## config.mk

```make
export PLATFORM = sky130hd
export DESIGN_NAME = cbp_sequencer
export DESIGN_NICKNAME = d
export VERILOG_FILES = /design/src/verilog/cbp_pkg.sv /design/src/verilog/cbp_sequencer.sv
export VERILOG_INCLUDE_DIRS = /design/src /design/src/verilog
export SDC_FILE = /design/constraint.sdc
export NUM_CORES = 1
export LEC_CHECK = 0
export BUFFER_PORTS_ARGS = -buffer_cell sky130_fd_sc_hd__buf_4
export CAP_MARGIN = 20
export CORE_AREA = 2 2 154 156
export CTS_CLUSTER_DIAMETER = 80
export DETAILED_ROUTE_END_ITERATION = 10
export DIE_AREA = 0 0 156 158
export GPL_TIMING_DRIVEN = 1
export REMOVE_ABC_BUFFERS = 1
export SETUP_SLACK_MARGIN = 0.3
export SLEW_MARGIN = 20
export SYNTH_ARGS = -nofsm -noshare
export SYNTH_HDL_FRONTEND = slang
export SYNTH_SLANG_ARGS = --single-unit
export TNS_END_PERCENT = 10
```

## constraint.sdc

```tcl
create_clock -name aclk -period 5.34 [get_ports aclk]
set_clock_uncertainty 0.15 [all_clocks]
set_input_delay 1.602 -clock aclk [delete_from_list [all_inputs] [get_ports aclk]]
set_output_delay 1.602 -clock aclk [all_outputs]
set_load 0.01 [all_outputs]
```

## src/verilog/cbp_map.svh

```systemverilog
// register map, field positions and timing constants of the charger protection sequencer
`ifndef CBP_MAP_SVH
`define CBP_MAP_SVH
`define CBP_CLK_HZ 100000000
`define CBP_RST_SHORT_MS 400
`define CBP_RST_LONG_MS 2000
`define CBP_SWITCH_DELAY_US 800
`define CBP_BLANK_CYC 8'h04
`define CBP_UV_QUAL_CYC 16'h0400
`define CBP_DITHER_MAX 8'h3c
`define CBP_LFSR_SEED 16'hace1
`define CBP_ADDR_CTRL 8'h00
`define CBP_ADDR_STAT 8'h04
`define CBP_ADDR_DITH 8'h08
`define CBP_CTRL_SPREAD_EN 0
`define CBP_CTRL_TIMEOUT 1
`define CBP_RESP_OKAY 2'h0
`define CBP_RESP_SLVERR 2'h2
`endif

```

## src/verilog/cbp_pkg.sv

```systemverilog
// types shared by the charger protection sequencer
package cbp_pkg;
  typedef enum logic [1:0] {
    CBP_MODE_DCP = 2'h0,
    CBP_MODE_CDP = 2'h1,
    CBP_MODE_SDP = 2'h2
  } cbp_mode_t;
  typedef enum logic [2:0] {
    CBP_ST_OFF = 3'h0,
    CBP_ST_SOFTSTART = 3'h1,
    CBP_ST_RUN = 3'h2,
    CBP_ST_HICCUP_DIS = 3'h3,
    CBP_ST_HICCUP_RETRY = 3'h4,
    CBP_ST_VBUS_RESET = 3'h5
  } cbp_state_t;
  // analog comparator indications, pin levels and the cycle end marker
  typedef struct packed {
    logic enable_in;
    logic vin_above_rise;
    logic vin_below_fall;
    logic spread_enable_pin;
    logic ext_sync;
    logic hs_overcurrent;
    logic ls_source_over;
    logic ls_sink_over;
    logic fb_below_half;
    logic fb_below_pg;
    logic zero_current;
    logic ss_below_150mv;
    logic ss_fb_above_400mv;
    logic ss_fb_above_700mv;
    logic ss_done;
    logic thermal_shutdown;
    logic dline_ovp;
    logic vcc_por;
    logic cycle_end;
  } cbp_ind_t;
  typedef struct packed {
    logic hs_on;
    logic ls_on;
    logic ss_charge;
    logic ss_discharge_weak;
    logic vbus_discharge_pin;
    logic data_switch_on;
    logic dither_on;
    logic [7:0] dither_step;
  } cbp_out_t;
endpackage

```

## src/verilog/cbp_sequencer.sv

```systemverilog
// control and protection sequencer for the charging-port buck converter
//
// Local design decisions: the AXI4-Lite register port and the register addresses.
`timescale 1ns/1ps
`include "cbp_map.svh"

// Behaviour
// no dithering before soft-start done or at zero current
// dithering follows the spread enable pin
// pseudo-random dither, frequency raised only, up to 6%
// external sync forces dithering off
// no switching until supply above lockout rise
// stop below lockout fall, resume above rise; code also stops whenever the rise flag is low
// blanked high-side limit, then high off, low on
// low-side source above limit blocks new cycle
// low-side sink over limit: low off, high on
// undervoltage: high off, low off at zero current
// persistent undervoltage enters hiccup, weak ramp discharge
// ramp below 150mV restarts charging
// retry switches at 400mV, stops at 700mV
// clean retry resumes normal, else repeat
// thermal halt, full soft-start on recovery
// mode change: discharge pin, ramp low, restart
// timeout during reset repeats the reset
// reset after line fault, fault release, power-good drop
// reset time 400ms leaving dedicated, else 2s
// data switch closed in downstream or standard mode
// data switch closes 800us after supply reset
// data switch opens when supply falls to reset
// enable low inhibits switching
// all comparator indications synchronised first
// timers count cycles from clock frequency parameter
module cbp_sequencer #(
  parameter int unsigned CLK_HZ = `CBP_CLK_HZ,
  parameter int unsigned RST_SHORT_CYC = CLK_HZ / 1000 * `CBP_RST_SHORT_MS,
  parameter int unsigned RST_LONG_CYC = CLK_HZ / 1000 * `CBP_RST_LONG_MS,
  parameter int unsigned SWITCH_DELAY_CYC = CLK_HZ / 1000000 * `CBP_SWITCH_DELAY_US
) (
  // clock and reset
  input wire logic aclk,
  input wire logic aresetn,
  // analog indications and pins
  input wire cbp_pkg::cbp_ind_t ind,
  input wire logic [1:0] charge_mode_select,
  // power stage and pin controls
  output cbp_pkg::cbp_out_t ctl,
  // axi4-lite slave
  input wire logic [7:0] s_axi_awaddr,
  input wire logic s_axi_awvalid,
  output logic s_axi_awready,
  input wire logic [31:0] s_axi_wdata,
  input wire logic [3:0] s_axi_wstrb,
  input wire logic s_axi_wvalid,
  output logic s_axi_wready,
  output logic [1:0] s_axi_bresp,
  output logic s_axi_bvalid,
  input wire logic s_axi_bready,
  input wire logic [7:0] s_axi_araddr,
  input wire logic s_axi_arvalid,
  output logic s_axi_arready,
  output logic [31:0] s_axi_rdata,
  output logic [1:0] s_axi_rresp,
  output logic s_axi_rvalid,
  input wire logic s_axi_rready
);

  typedef struct packed {
    cbp_pkg::cbp_ind_t s1;
    cbp_pkg::cbp_ind_t s2;
    logic [1:0] mode_s1;
    logic [1:0] mode_s2;
    logic [1:0] mode_prev;
    logic mode_valid;
    cbp_pkg::cbp_state_t st;
    logic [7:0] blank_cnt;
    logic [15:0] uv_cnt;
    logic [31:0] rst_cnt;
    logic [31:0] rst_len;
    logic [31:0] sw_cnt;
    logic sw_ready;
    logic dline_prev;
    logic fault_prev;
    logic pg_prev;
    logic [15:0] lfsr;
    logic spread_ctrl;
    logic timeout_req;
    logic retry;
    logic aw_got;
    logic w_got;
    logic [7:0] aw_addr;
    logic [31:0] w_data;
    logic [3:0] w_strb;
    cbp_pkg::cbp_out_t o;
    logic awready;
    logic wready;
    logic bvalid;
    logic [1:0] bresp;
    logic arready;
    logic rvalid;
    logic [31:0] rdata;
    logic [1:0] rresp;
  } state_t;

  state_t q, d;

  // mode leaving dedicated port for downstream or standard takes the short time
  function automatic logic [31:0] reset_len(input logic [1:0] from, input logic [1:0] to);
    if (from == cbp_pkg::CBP_MODE_DCP && (to == cbp_pkg::CBP_MODE_CDP || to == cbp_pkg::CBP_MODE_SDP)) begin
      return RST_SHORT_CYC;
    end
    return RST_LONG_CYC;
  endfunction

  function automatic logic data_mode(input logic [1:0] m);
    return m == cbp_pkg::CBP_MODE_CDP || m == cbp_pkg::CBP_MODE_SDP;
  endfunction

  logic can_switch;
  logic fault_now;
  logic uv_expired;

  always_comb begin
    d = q;
    // two-stage synchronisers; only stage two is read
    d.s1 = ind;
    d.s2 = q.s1;
    d.mode_s1 = charge_mode_select;
    d.mode_s2 = q.mode_s1;

    // enable and lockout gate; no latch: stops when the rise flag is low or the fall flag is set
    can_switch = q.s2.enable_in && q.s2.vin_above_rise && !q.s2.thermal_shutdown;
    fault_now = q.s2.thermal_shutdown || q.s2.fb_below_half;
    uv_expired = q.uv_cnt == `CBP_UV_QUAL_CYC;

    d.o.hs_on = 1'b0;
    d.o.ls_on = 1'b0;
    d.o.ss_charge = 1'b0;
    d.o.ss_discharge_weak = 1'b0;
    d.o.vbus_discharge_pin = 1'b0;

    // reset triggers
    d.dline_prev = q.s2.dline_ovp;
    d.fault_prev = fault_now;
    d.pg_prev = q.s2.fb_below_pg;
    d.mode_prev = q.mode_s2;
    d.mode_valid = 1'b1;

    unique case (q.st)
      cbp_pkg::CBP_ST_OFF: begin
        d.blank_cnt = 8'h00;
        d.uv_cnt = 16'h0000;
        if (can_switch && !q.s2.vin_below_fall) begin
          d.st = cbp_pkg::CBP_ST_SOFTSTART;
        end
      end
      cbp_pkg::CBP_ST_SOFTSTART, cbp_pkg::CBP_ST_RUN, cbp_pkg::CBP_ST_HICCUP_RETRY: begin
        d.o.ss_charge = 1'b1;
        if (q.st == cbp_pkg::CBP_ST_HICCUP_RETRY && q.s2.ss_fb_above_700mv && q.s2.fb_below_half) begin
          d.st = cbp_pkg::CBP_ST_HICCUP_DIS;
        end else if (q.st != cbp_pkg::CBP_ST_RUN && q.s2.ss_done && !q.s2.fb_below_half) begin
          d.st = cbp_pkg::CBP_ST_RUN;
        end
        // power stage: default phase toggles high/low at each cycle end marker, one whole period each
        if (q.s2.fb_below_half) begin
          d.o.hs_on = 1'b0;
          d.o.ls_on = q.o.ls_on && !q.s2.zero_current;
          if (q.st != cbp_pkg::CBP_ST_HICCUP_RETRY) begin
            d.uv_cnt = uv_expired ? q.uv_cnt : q.uv_cnt + 16'h0001;
            if (uv_expired) begin
              d.st = cbp_pkg::CBP_ST_HICCUP_DIS;
            end
          end
        end else if (q.s2.ls_sink_over) begin
          d.o.ls_on = 1'b0;
          d.o.hs_on = 1'b1;
        end else if (q.o.hs_on) begin
          d.uv_cnt = 16'h0000;
          d.blank_cnt = (q.blank_cnt == `CBP_BLANK_CYC) ? q.blank_cnt : q.blank_cnt + 8'h01;
          if (q.blank_cnt == `CBP_BLANK_CYC && q.s2.hs_overcurrent) begin
            d.o.hs_on = 1'b0;
            d.o.ls_on = 1'b1;
          end else begin
            d.o.hs_on = !q.s2.cycle_end;
            d.o.ls_on = q.s2.cycle_end;
          end
        end else begin
          d.uv_cnt = 16'h0000;
          d.blank_cnt = 8'h00;
          d.o.ls_on = 1'b1;
          // new cycle only at the clock edge and below the source limit
          if (q.s2.cycle_end && !q.s2.ls_source_over &&
              (q.st == cbp_pkg::CBP_ST_RUN || q.s2.ss_fb_above_400mv)) begin
            d.o.hs_on = 1'b1;
            d.o.ls_on = 1'b0;
          end
        end
      end
      cbp_pkg::CBP_ST_HICCUP_DIS: begin
        d.o.ss_discharge_weak = 1'b1;
        d.uv_cnt = 16'h0000;
        if (q.s2.ss_below_150mv) begin
          d.st = cbp_pkg::CBP_ST_HICCUP_RETRY;
        end
      end
      cbp_pkg::CBP_ST_VBUS_RESET: begin
        d.o.vbus_discharge_pin = 1'b1;
        d.rst_cnt = q.rst_cnt + 32'h1;
        if (q.timeout_req) begin
          d.rst_cnt = 32'h0;
        end else if (q.rst_cnt >= q.rst_len) begin
          d.st = cbp_pkg::CBP_ST_OFF;
        end
      end
      default: begin
        d.st = cbp_pkg::CBP_ST_OFF;
      end
    endcase

    // stop conditions override every switching state
    if (q.st != cbp_pkg::CBP_ST_VBUS_RESET && q.st != cbp_pkg::CBP_ST_HICCUP_DIS &&
        (!can_switch || q.s2.vin_below_fall)) begin
      d.st = cbp_pkg::CBP_ST_OFF;
      d.o.hs_on = 1'b0;
      d.o.ls_on = 1'b0;
      d.o.ss_charge = 1'b0;
    end

    // vbus reset entry: mode change or listed event on re-power
    if (q.mode_valid && (q.mode_s2 != q.mode_prev)) begin
      d.st = cbp_pkg::CBP_ST_VBUS_RESET;
      d.rst_cnt = 32'h0;
      d.rst_len = reset_len(q.mode_prev, q.mode_s2);
    end else if (q.st != cbp_pkg::CBP_ST_VBUS_RESET &&
                 ((q.dline_prev && !q.s2.dline_ovp) || (q.fault_prev && !fault_now) ||
                  (q.st == cbp_pkg::CBP_ST_RUN && !q.pg_prev && q.s2.fb_below_pg))) begin
      d.st = cbp_pkg::CBP_ST_VBUS_RESET;
      d.rst_cnt = 32'h0;
      d.rst_len = RST_SHORT_CYC;
    end
    if (d.st == cbp_pkg::CBP_ST_VBUS_RESET) begin
      d.o.hs_on = 1'b0;
      d.o.ls_on = 1'b0;
      d.o.ss_charge = 1'b0;
    end

    // data switch: delay after supply reset, open when supply falls
    if (!q.s2.vcc_por) begin
      d.sw_cnt = 32'h0;
      d.sw_ready = 1'b0;
    end else if (q.sw_cnt >= SWITCH_DELAY_CYC) begin
      d.sw_ready = 1'b1;
    end else begin
      d.sw_cnt = q.sw_cnt + 32'h1;
    end
    d.o.data_switch_on = q.sw_ready && data_mode(q.mode_s2) && !q.s2.dline_ovp;

    // dither: lfsr only pushes frequency upward, capped near six percent
    d.lfsr = {q.lfsr[14:0], q.lfsr[15] ^ q.lfsr[13] ^ q.lfsr[12] ^ q.lfsr[10]};
    d.o.dither_on = q.st == cbp_pkg::CBP_ST_RUN && q.s2.ss_done && !q.s2.zero_current &&
                    q.s2.spread_enable_pin && q.spread_ctrl && !q.s2.ext_sync;
    d.o.dither_step = d.o.dither_on ?
                      ((q.lfsr[7:0] > `CBP_DITHER_MAX) ? `CBP_DITHER_MAX : q.lfsr[7:0]) : 8'h00;

    // axi4-lite write: address and data in either order
    d.timeout_req = q.timeout_req && q.st == cbp_pkg::CBP_ST_VBUS_RESET && d.rst_cnt != 32'h0;
    if (s_axi_awvalid && q.awready) begin
      d.aw_got = 1'b1;
      d.aw_addr = s_axi_awaddr;
    end
    if (s_axi_wvalid && q.wready) begin
      d.w_got = 1'b1;
      d.w_data = s_axi_wdata;
      d.w_strb = s_axi_wstrb;
    end
    d.awready = !d.aw_got && !q.bvalid;
    d.wready = !d.w_got && !q.bvalid;
    if (q.aw_got && q.w_got && !q.bvalid) begin
      d.bvalid = 1'b1;
      d.bresp = `CBP_RESP_OKAY;
      d.aw_got = 1'b0;
      d.w_got = 1'b0;
      d.awready = 1'b0;
      d.wready = 1'b0;
      if (q.aw_addr == `CBP_ADDR_CTRL) begin
        if (q.w_strb[0]) begin
          d.spread_ctrl = q.w_data[`CBP_CTRL_SPREAD_EN];
          d.timeout_req = q.w_data[`CBP_CTRL_TIMEOUT] && q.st == cbp_pkg::CBP_ST_VBUS_RESET;
        end
      end else if (q.aw_addr != `CBP_ADDR_STAT && q.aw_addr != `CBP_ADDR_DITH) begin
        d.bresp = `CBP_RESP_SLVERR;
      end
    end else if (q.bvalid && s_axi_bready) begin
      d.bvalid = 1'b0;
      d.awready = !q.aw_got;
      d.wready = !q.w_got;
    end

    // axi4-lite read
    if (s_axi_arvalid && q.arready) begin
      d.arready = 1'b0;
      d.rvalid = 1'b1;
      d.rresp = `CBP_RESP_OKAY;
      d.rdata = 32'h0;
      unique case (s_axi_araddr)
        `CBP_ADDR_CTRL: d.rdata = {30'h0, q.timeout_req, q.spread_ctrl};
        `CBP_ADDR_STAT: d.rdata = {20'h0, q.sw_ready, q.o.data_switch_on, q.o.vbus_discharge_pin,
                                   q.o.ls_on, q.o.hs_on, q.mode_s2, 2'h0, q.st};
        `CBP_ADDR_DITH: d.rdata = {23'h0, q.o.dither_on, q.o.dither_step};
        default: d.rresp = `CBP_RESP_SLVERR;
      endcase
    end else if (q.rvalid && s_axi_rready) begin
      d.rvalid = 1'b0;
      d.arready = 1'b1;
    end

    if (!aresetn) begin
      d = '0;
      d.st = cbp_pkg::CBP_ST_OFF;
      d.lfsr = `CBP_LFSR_SEED;
      d.rst_len = RST_LONG_CYC;
      d.awready = 1'b1;
      d.wready = 1'b1;
      d.arready = 1'b1;
    end
  end

  always_ff @(posedge aclk) begin
    q <= d;
  end

  assign ctl = q.o;
  assign s_axi_awready = q.awready;
  assign s_axi_wready = q.wready;
  assign s_axi_bvalid = q.bvalid;
  assign s_axi_bresp = q.bresp;
  assign s_axi_arready = q.arready;
  assign s_axi_rvalid = q.rvalid;
  assign s_axi_rdata = q.rdata;
  assign s_axi_rresp = q.rresp;

endmodule

```

==> run metrics, run 1 <==
status complete, no violations; fin. max-slew vios 0; cts bufs inserted 23; CP Data Required Time 5.55 ns; 1st-pass router iterations 4; crit path max fanout 28; number of flops mapped to enable cells by yosys 0; slowest CP cell dfxtp_1; post-route cell area 10400 sq um; top_reg_cell synth dfxtp_1; final worst path period share 59.9%; Setup Total Neg Slack 0 ns; Seq pwr share 45.1%; Tightest Pin Transition 0.943 ns; largest family of logic cells by synthesized area simple AND/OR/NAND/NOR gates; initial DRC count 387; Reg clk slew, reported paths 0.06 ns; grt ovf 0; Area after DPL 9520 sq um; CTS tree built; pre-CTS WS 1.82 ns; sequential area share after synthesis 46.1%; VDD IR-drop max 0.218 mV; Synth top area share 46.1%; initial antenna violation count 0; Comb power frac 4.4%; Syn Std Cell Area 9040 sq um; Die X-Extent 156 um; crit end category flip-flop; Slew HR 37.1%; worst setup path class flip-flop to flip-flop; GPL Wtd Cong 0.764; Max Cap Violations 0; drt drc 0; crit path launch type flip-flop; Vias per Instance 4.94; Final Setup Violations 0; Switch Pwr 757 uW; RSZ-0062 raised after global routing no; floorplan row count 56; Mapped Avg Cell Area 9.25 sq um; vias in the first global route 6112; library cells used by synthesis 73; die area 24600 sq um; routed len/inst 13.5 um; CP cell instances nor3b_1 -> a221oi_1 -> o211ai_2 -> a21o_1 -> nor2_1; Worst path max stage delay 0.82 ns; synthesized instance count 977; Compound-Gate Fraction of Synth Area 11.9%; Die H 158 um; PortBufs 80; Cell Pwr Density 346 nW/um^2; detailed placer's ending HPWL 12300 um; H-tree depth 1; post-synthesis simple-gate area fraction 25.1%; Final Hold Vio Count 0; postcts setup bufs 0; Tot Pwr 3.59 mW; Layout Nets 1119; YS warnings 0; Clock Power Share 50.5%; ys async rst share 0%; WL final 17900 um; Buf/Inv on CP 0; type of the worst min-delay path flip-flop to flip-flop; n_diodes 0; Crit path arrival time 3.40 ns; switching share of power 21.1%; final setup margin 2.14 ns; Leak 4.16 nW; largest net degree at the start of global routing 48; CTS Sinks 208; Layout area overhead 15.1%; cell type with the largest total area after synthesis dfxtp_1; fraction of layout instances using a drive strength above 1 14.3%; Core ar. 23100 sq um; Resize count post-CTS 0; Total Routing Usage GR 14.5%; internal power 2.84 mW; starting density of the core 39.2%; final worst path period need 3.20 ns; CTS Hold Bufs 0; #FFs+latches synth 208; Antenna Nets Post-Route 0; first-pass GRT wire length 29900 um; XOR/XNOR share of the synthesized area 5.14%; adder-cell share of the synthesized area 3.16%; cell family with most CP delay compound AO/OA/AOI/OAI gates; # IOs 136; tightest hold margin 0.258 ns; Root Driver clkbuf_16; DR vias 6539; Max Freq 313 MHz; top post-synthesis cells by area dfxtp_1 (46%), and2_1 (4.6%), buf_4 (4.3%); CTS Buffer Depth 3; mux cell area share after synthesis 0.665%; clk_lat worst skew 0.52 ns
-- through the flow --
stage          cells  utilization, %
2_1_floorplan    908               -
3_3_place_gp    1282            41.3
3_5_place_dp    1282            41.3
4_1_cts         1324            45.1
5_1_grt         1324            45.1
6_report        1324            45.1
-- flip-flops by register name (all words and copies together), names as in the netlist --
| register | flops |
|---|---|
| ctl | 15 |
| q | 174 |
| s_axi_arready | 1 |
| s_axi_awready | 1 |
| s_axi_bresp | 1 |
| s_axi_bvalid | 1 |
| s_axi_rdata | 12 |
| s_axi_rresp | 1 |
| s_axi_rvalid | 1 |
| s_axi_wready | 1 |
-- Yosys cell counts (all sizes together) (6+ instances only) --
cell type    n
nand2b      16
clkbuf      26
dfxtp      208
o21ai       28
nor3        14
mux2i        6
or3          7
a22oi        6
nor3b        7
a211oi      13
nor2        86
nand2       83
buf         66
nand3       35
xor2        27
a21oi       30
xnor2       26
and3        29
and2        67
nor4        11
and4         6
inv         29
a21boi      17
nand4       29
ha          22
nor2b        7
-- routing by layer --
layer | up-vias | track usage, % | routed length [um]
met5 | - | 0 | 0
met4 | 0 | 4.41 | 516
met3 | 38 | 3.15 | 734
met2 | 96 | 24.1 | 8180
met1 | 3011 | 19.0 | 8510
li1 | 3394 | - | -
-- final timing paths --
kind / slack, ns / cells past startpoint / start / endpoint
worst min register to register: 0.26 / 1 / q[119]$_SDFF_PN0_ / q[120]$_SDFF_PN1_
worst min-delay path: 0.26 / 1 / q[119]$_SDFF_PN0_ / q[120]$_SDFF_PN1_
worst max register to register: 2.14 / 5 / q[246]$_SDFF_PN0_ / q[214]$_SDFF_PN0_
worst max-delay path: 2.14 / 5 / q[246]$_SDFF_PN0_ / q[214]$_SDFF_PN0_
-- layout make-up --
type                    instances  area, sq um
clock buffers                  28          624
clock inverters                14          263
repair buffers                 84          631
inverters                      29          109
well taps                     290          363
fillers                      2216        12600
multi-input cells             671         4250
flip-flops and latches        208         4160
-- cell families (layout without fill, tap and decap cells) --
kind of cell | count (synthesis) | after routing
and+or+nand+nor | 415 | 415
DFF | 208 | 208
AOI/OAI and AO/OA | 150 | 150
buffers and inverters | 121 | 155
xor gates and xnor gates | 53 | 53
adders and majority gates | 23 | 23
muxes | 6 | 6
other | 1 | 24
-- power by group through the flow --
stage	clock, mW	sequential, mW	combinational [mW]
3_5_place_dp	0	1.65	0.160
3_3_place_gp	0	1.65	0.159
6_report	1.81	1.62	0.159
5_1_grt	1.91	1.62	0.181
4_1_cts	1.86	1.62	0.161
2_1_floorplan	0	1.65	0.0885
-- layout by cell type (no fill, tap or decap), types with 6 or more instances in the layout --
master / Yosys / final
and3_1: 28 / 28
o21ai_0: 27 / 27
inv_1: 28 / 28
mux2i_1: 6 / 6
dfxtp_1: 208 / 208
xnor2_1: 26 / 26
conb_1: 1 / 24
nand4_1: 28 / 28
and4_1: 6 / 6
nand2_1: 82 / 82
bufinv_16: 0 / 7
nand2b_1: 16 / 16
nor4_1: 8 / 8
a211oi_1: 12 / 12
nor3b_1: 6 / 6
a21boi_0: 17 / 17
buf_4: 52 / 84
ha_1: 22 / 22
a21oi_1: 30 / 30
xor2_1: 27 / 27
a22oi_1: 6 / 6
nor2b_1: 7 / 7
nor3_1: 14 / 14
and2_1: 67 / 67
nand3_1: 35 / 35
or3_1: 7 / 7
clkbuf_16: 0 / 23
nor2_1: 86 / 86
No activity file was read; power rests on OpenSTA's default activity.
==> inputs of run 2 (changes only) <==
- ABC_AREA: default -> 1
- CORE_AREA: 2 2 154 156 -> 2 2 157 159
- DIE_AREA: 0 0 156 158 -> 0 0 159 161
- clock period: 5.34 -> 2.8 ns (I/O delays scaled with it)
==> run 2 against run 1 <==
Combinational power rose to 2.5 times the previous value. First-iteration DRC count rose by 11%. Maximum frequency rose by 44%. Non-clock buffer count rose by 5. Sequential share of layout area fell by 1.6 points. Setup slack got worse by 1.6 ns. Critical path type unchanged. Critical endpoint is now q[199]$_SDFF_PN0_.
==> run metrics, run 2 <==
status complete, no violations; Root Driver clkbuf_16; Total Routing Usage GR 16.2%; CTS Buffer Depth 3; starting density of the core 39.1%; Tightest Pin Transition 0.574 ns; synthesized instance count 1270; Slew HR 61.6%; Vias per Instance 4.63; postcts setup bufs 0; grt ovf 0; most common cell after layout, fill and taps aside nand2_1; crit path launch type flip-flop; top_reg_cell synth dfxtp_1; Layout area overhead 15.8%; PortBufs 80; post-route cell area 10800 sq um; first-pass GRT wire length 35000 um; Die H 161 um; WL final 20800 um; fin. max-slew vios 0; Final Setup Violations 0; Crit path arrival time 2.52 ns; Cell Pwr Density 616 nW/um^2; placed insts 1627; initial antenna violation count 0; count leader, synth nand2_1; Leak 4.85 nW; Core ar. 24000 sq um; clk_lat worst skew 0.52 ns; cell type with the largest total area after synthesis dfxtp_1; Max Freq 449 MHz; Area after DPL 10000 sq um; ys async rst share 0%; Reg clk slew, reported paths 0.06 ns; VDD IR-drop max 0.458 mV; die area 25600 sq um; Mapped Avg Cell Area 7.38 sq um; Non-Filler Instances 1669; library cells used by synthesis 49; Max Cap Violations 0; pre-CTS WS 0.392 ns; Layout Nets 1430; cts bufs inserted 23; crit path max fanout 11; crit end category flip-flop; most frequent cells after synthesis nand2_1 (260), dfxtp_1 (208), inv_1 (200); detailed placer's ending HPWL 14800 um; Reg2Reg Setup Slack 0.57 ns; sequential area share after synthesis 44.5%; floorplan row count 57; drt drc 0; number of flops mapped to enable cells by yosys 0; CTS Sinks 208; # IOs 136; fraction of layout instances using a drive strength above 1 12.0%; routed len/inst 12.5 um; RSZ-0062 raised after global routing no; #FFs+latches synth 208; top post-synthesis cells by area dfxtp_1 (44%), nand2_1 (10%), inv_1 (8.0%); most frequent cells in the layout nand2_1 (260), dfxtp_1 (208), inv_1 (200), nor2_1 (128), buf_4 (87); H-tree depth 1; Resize count post-CTS 0; final worst path period share 79.5%; max FFs per register 174; CTS Hold Bufs 0; most flop-heavy register q; DR vias 7722; CTS tree built; vias in the first global route 7309; GPL Wtd Cong 0.829; initial DRC count 431; largest net degree at the start of global routing 85; CP Data Required Time 3.09 ns; Antenna Nets Post-Route 0; worst setup path class flip-flop to flip-flop; final setup margin 0.574 ns; 1st-pass router iterations 4; final worst path period need 2.23 ns; Synth top area share 44.5%; Syn Std Cell Area 9370 sq um; Final Hold Vio Count 0; type of the worst min-delay path flip-flop to flip-flop; n_diodes 0; Fill cells 2490; Die X-Extent 159 um; YS warnings 0
## run 2: layout make-up
cell class	instances	area, sq um	area share (%)
multi-input combinational	795	3980	36.7
inverter	211	792	7.30
clock buffer	31	646	5.95
timing repair buffer	89	693	6.39
sequential	208	4160	38.4
clock inverter	11	165	1.52
tap	324	405	3.74
## run 2: report_power, final
group | leakage [nW] | switching, mW | internal (mW)
Combinational | 2.76 | 0.250 | 0.151
Clock | 0.392 | 1.26 | 1.92
Sequential | 1.70 | 0.0498 | 3.05
Total | 4.85 | 1.56 | 5.12
## run 2: kinds of logic (layout without fill, tap and decap cells)
group                    after synthesis  after routing  synth area share [%]
AO/OA/AOI/OAI                        182            182                  11.0
other                                  1             24                0.0400
AND/OR/NAND/NOR                      540            540                  25.0
adder cells (fa/ha/maj)               22             22                  2.94
flip-flops                           208            208                  44.5
XOR/XNOR                              27             27                  2.52
buffers and inverters                290            342                  14.0
## run 2: through the flow
stage / utilization [%] / setup TNS (ns) / hold slack (ns) / power, mW
6_report: 45.3 / 0 / 0.261 / 6.68
5_1_grt: 45.3 / 0 / 0.270 / 6.93
4_1_cts: 45.3 / 0 / 0.262 / 6.76
3_5_place_dp: 41.9 / 0 / 0.248 / 3.57
3_3_place_gp: 41.9 / 0 / 0.243 / 3.56
2_1_floorplan: - / -0.143 / 0.240 / 3.38
## run 2: metal layers
layer,vias to the layer above,routed length (um),GRT usage [%]
met5,-,0,0
met4,0,391,4.67
met3,30,1010,2.44
met2,142,9360,27.3
met1,3483,10100,21.7
li1,4067,-,-
## run 2: path summary, 6_finish.rpt
kind | start | endpoint | cells after the start
setup / recovery | q[247]$_SDFF_PN0_ | q[199]$_SDFF_PN0_ | 10
hold / removal | q[275]$_SDFF_PN0_ | q[256]$_SDFF_PN0_ | 2
setup reg to reg | q[247]$_SDFF_PN0_ | q[199]$_SDFF_PN0_ | 10
hold reg to reg | q[275]$_SDFF_PN0_ | q[256]$_SDFF_PN0_ | 2
## run 2: critical path: stages, from the launching register on
cell     delay [ns]
dfxtp_1        0.50
nor2_1         0.09
nand2_1        0.22
nor2_1         0.06
nand2_1        0.06
a21oi_1        0.11
nor2_4         0.19
nand2_2        0.21
inv_2          0.26
o21ai_0        0.12
nor3b_1        0.18
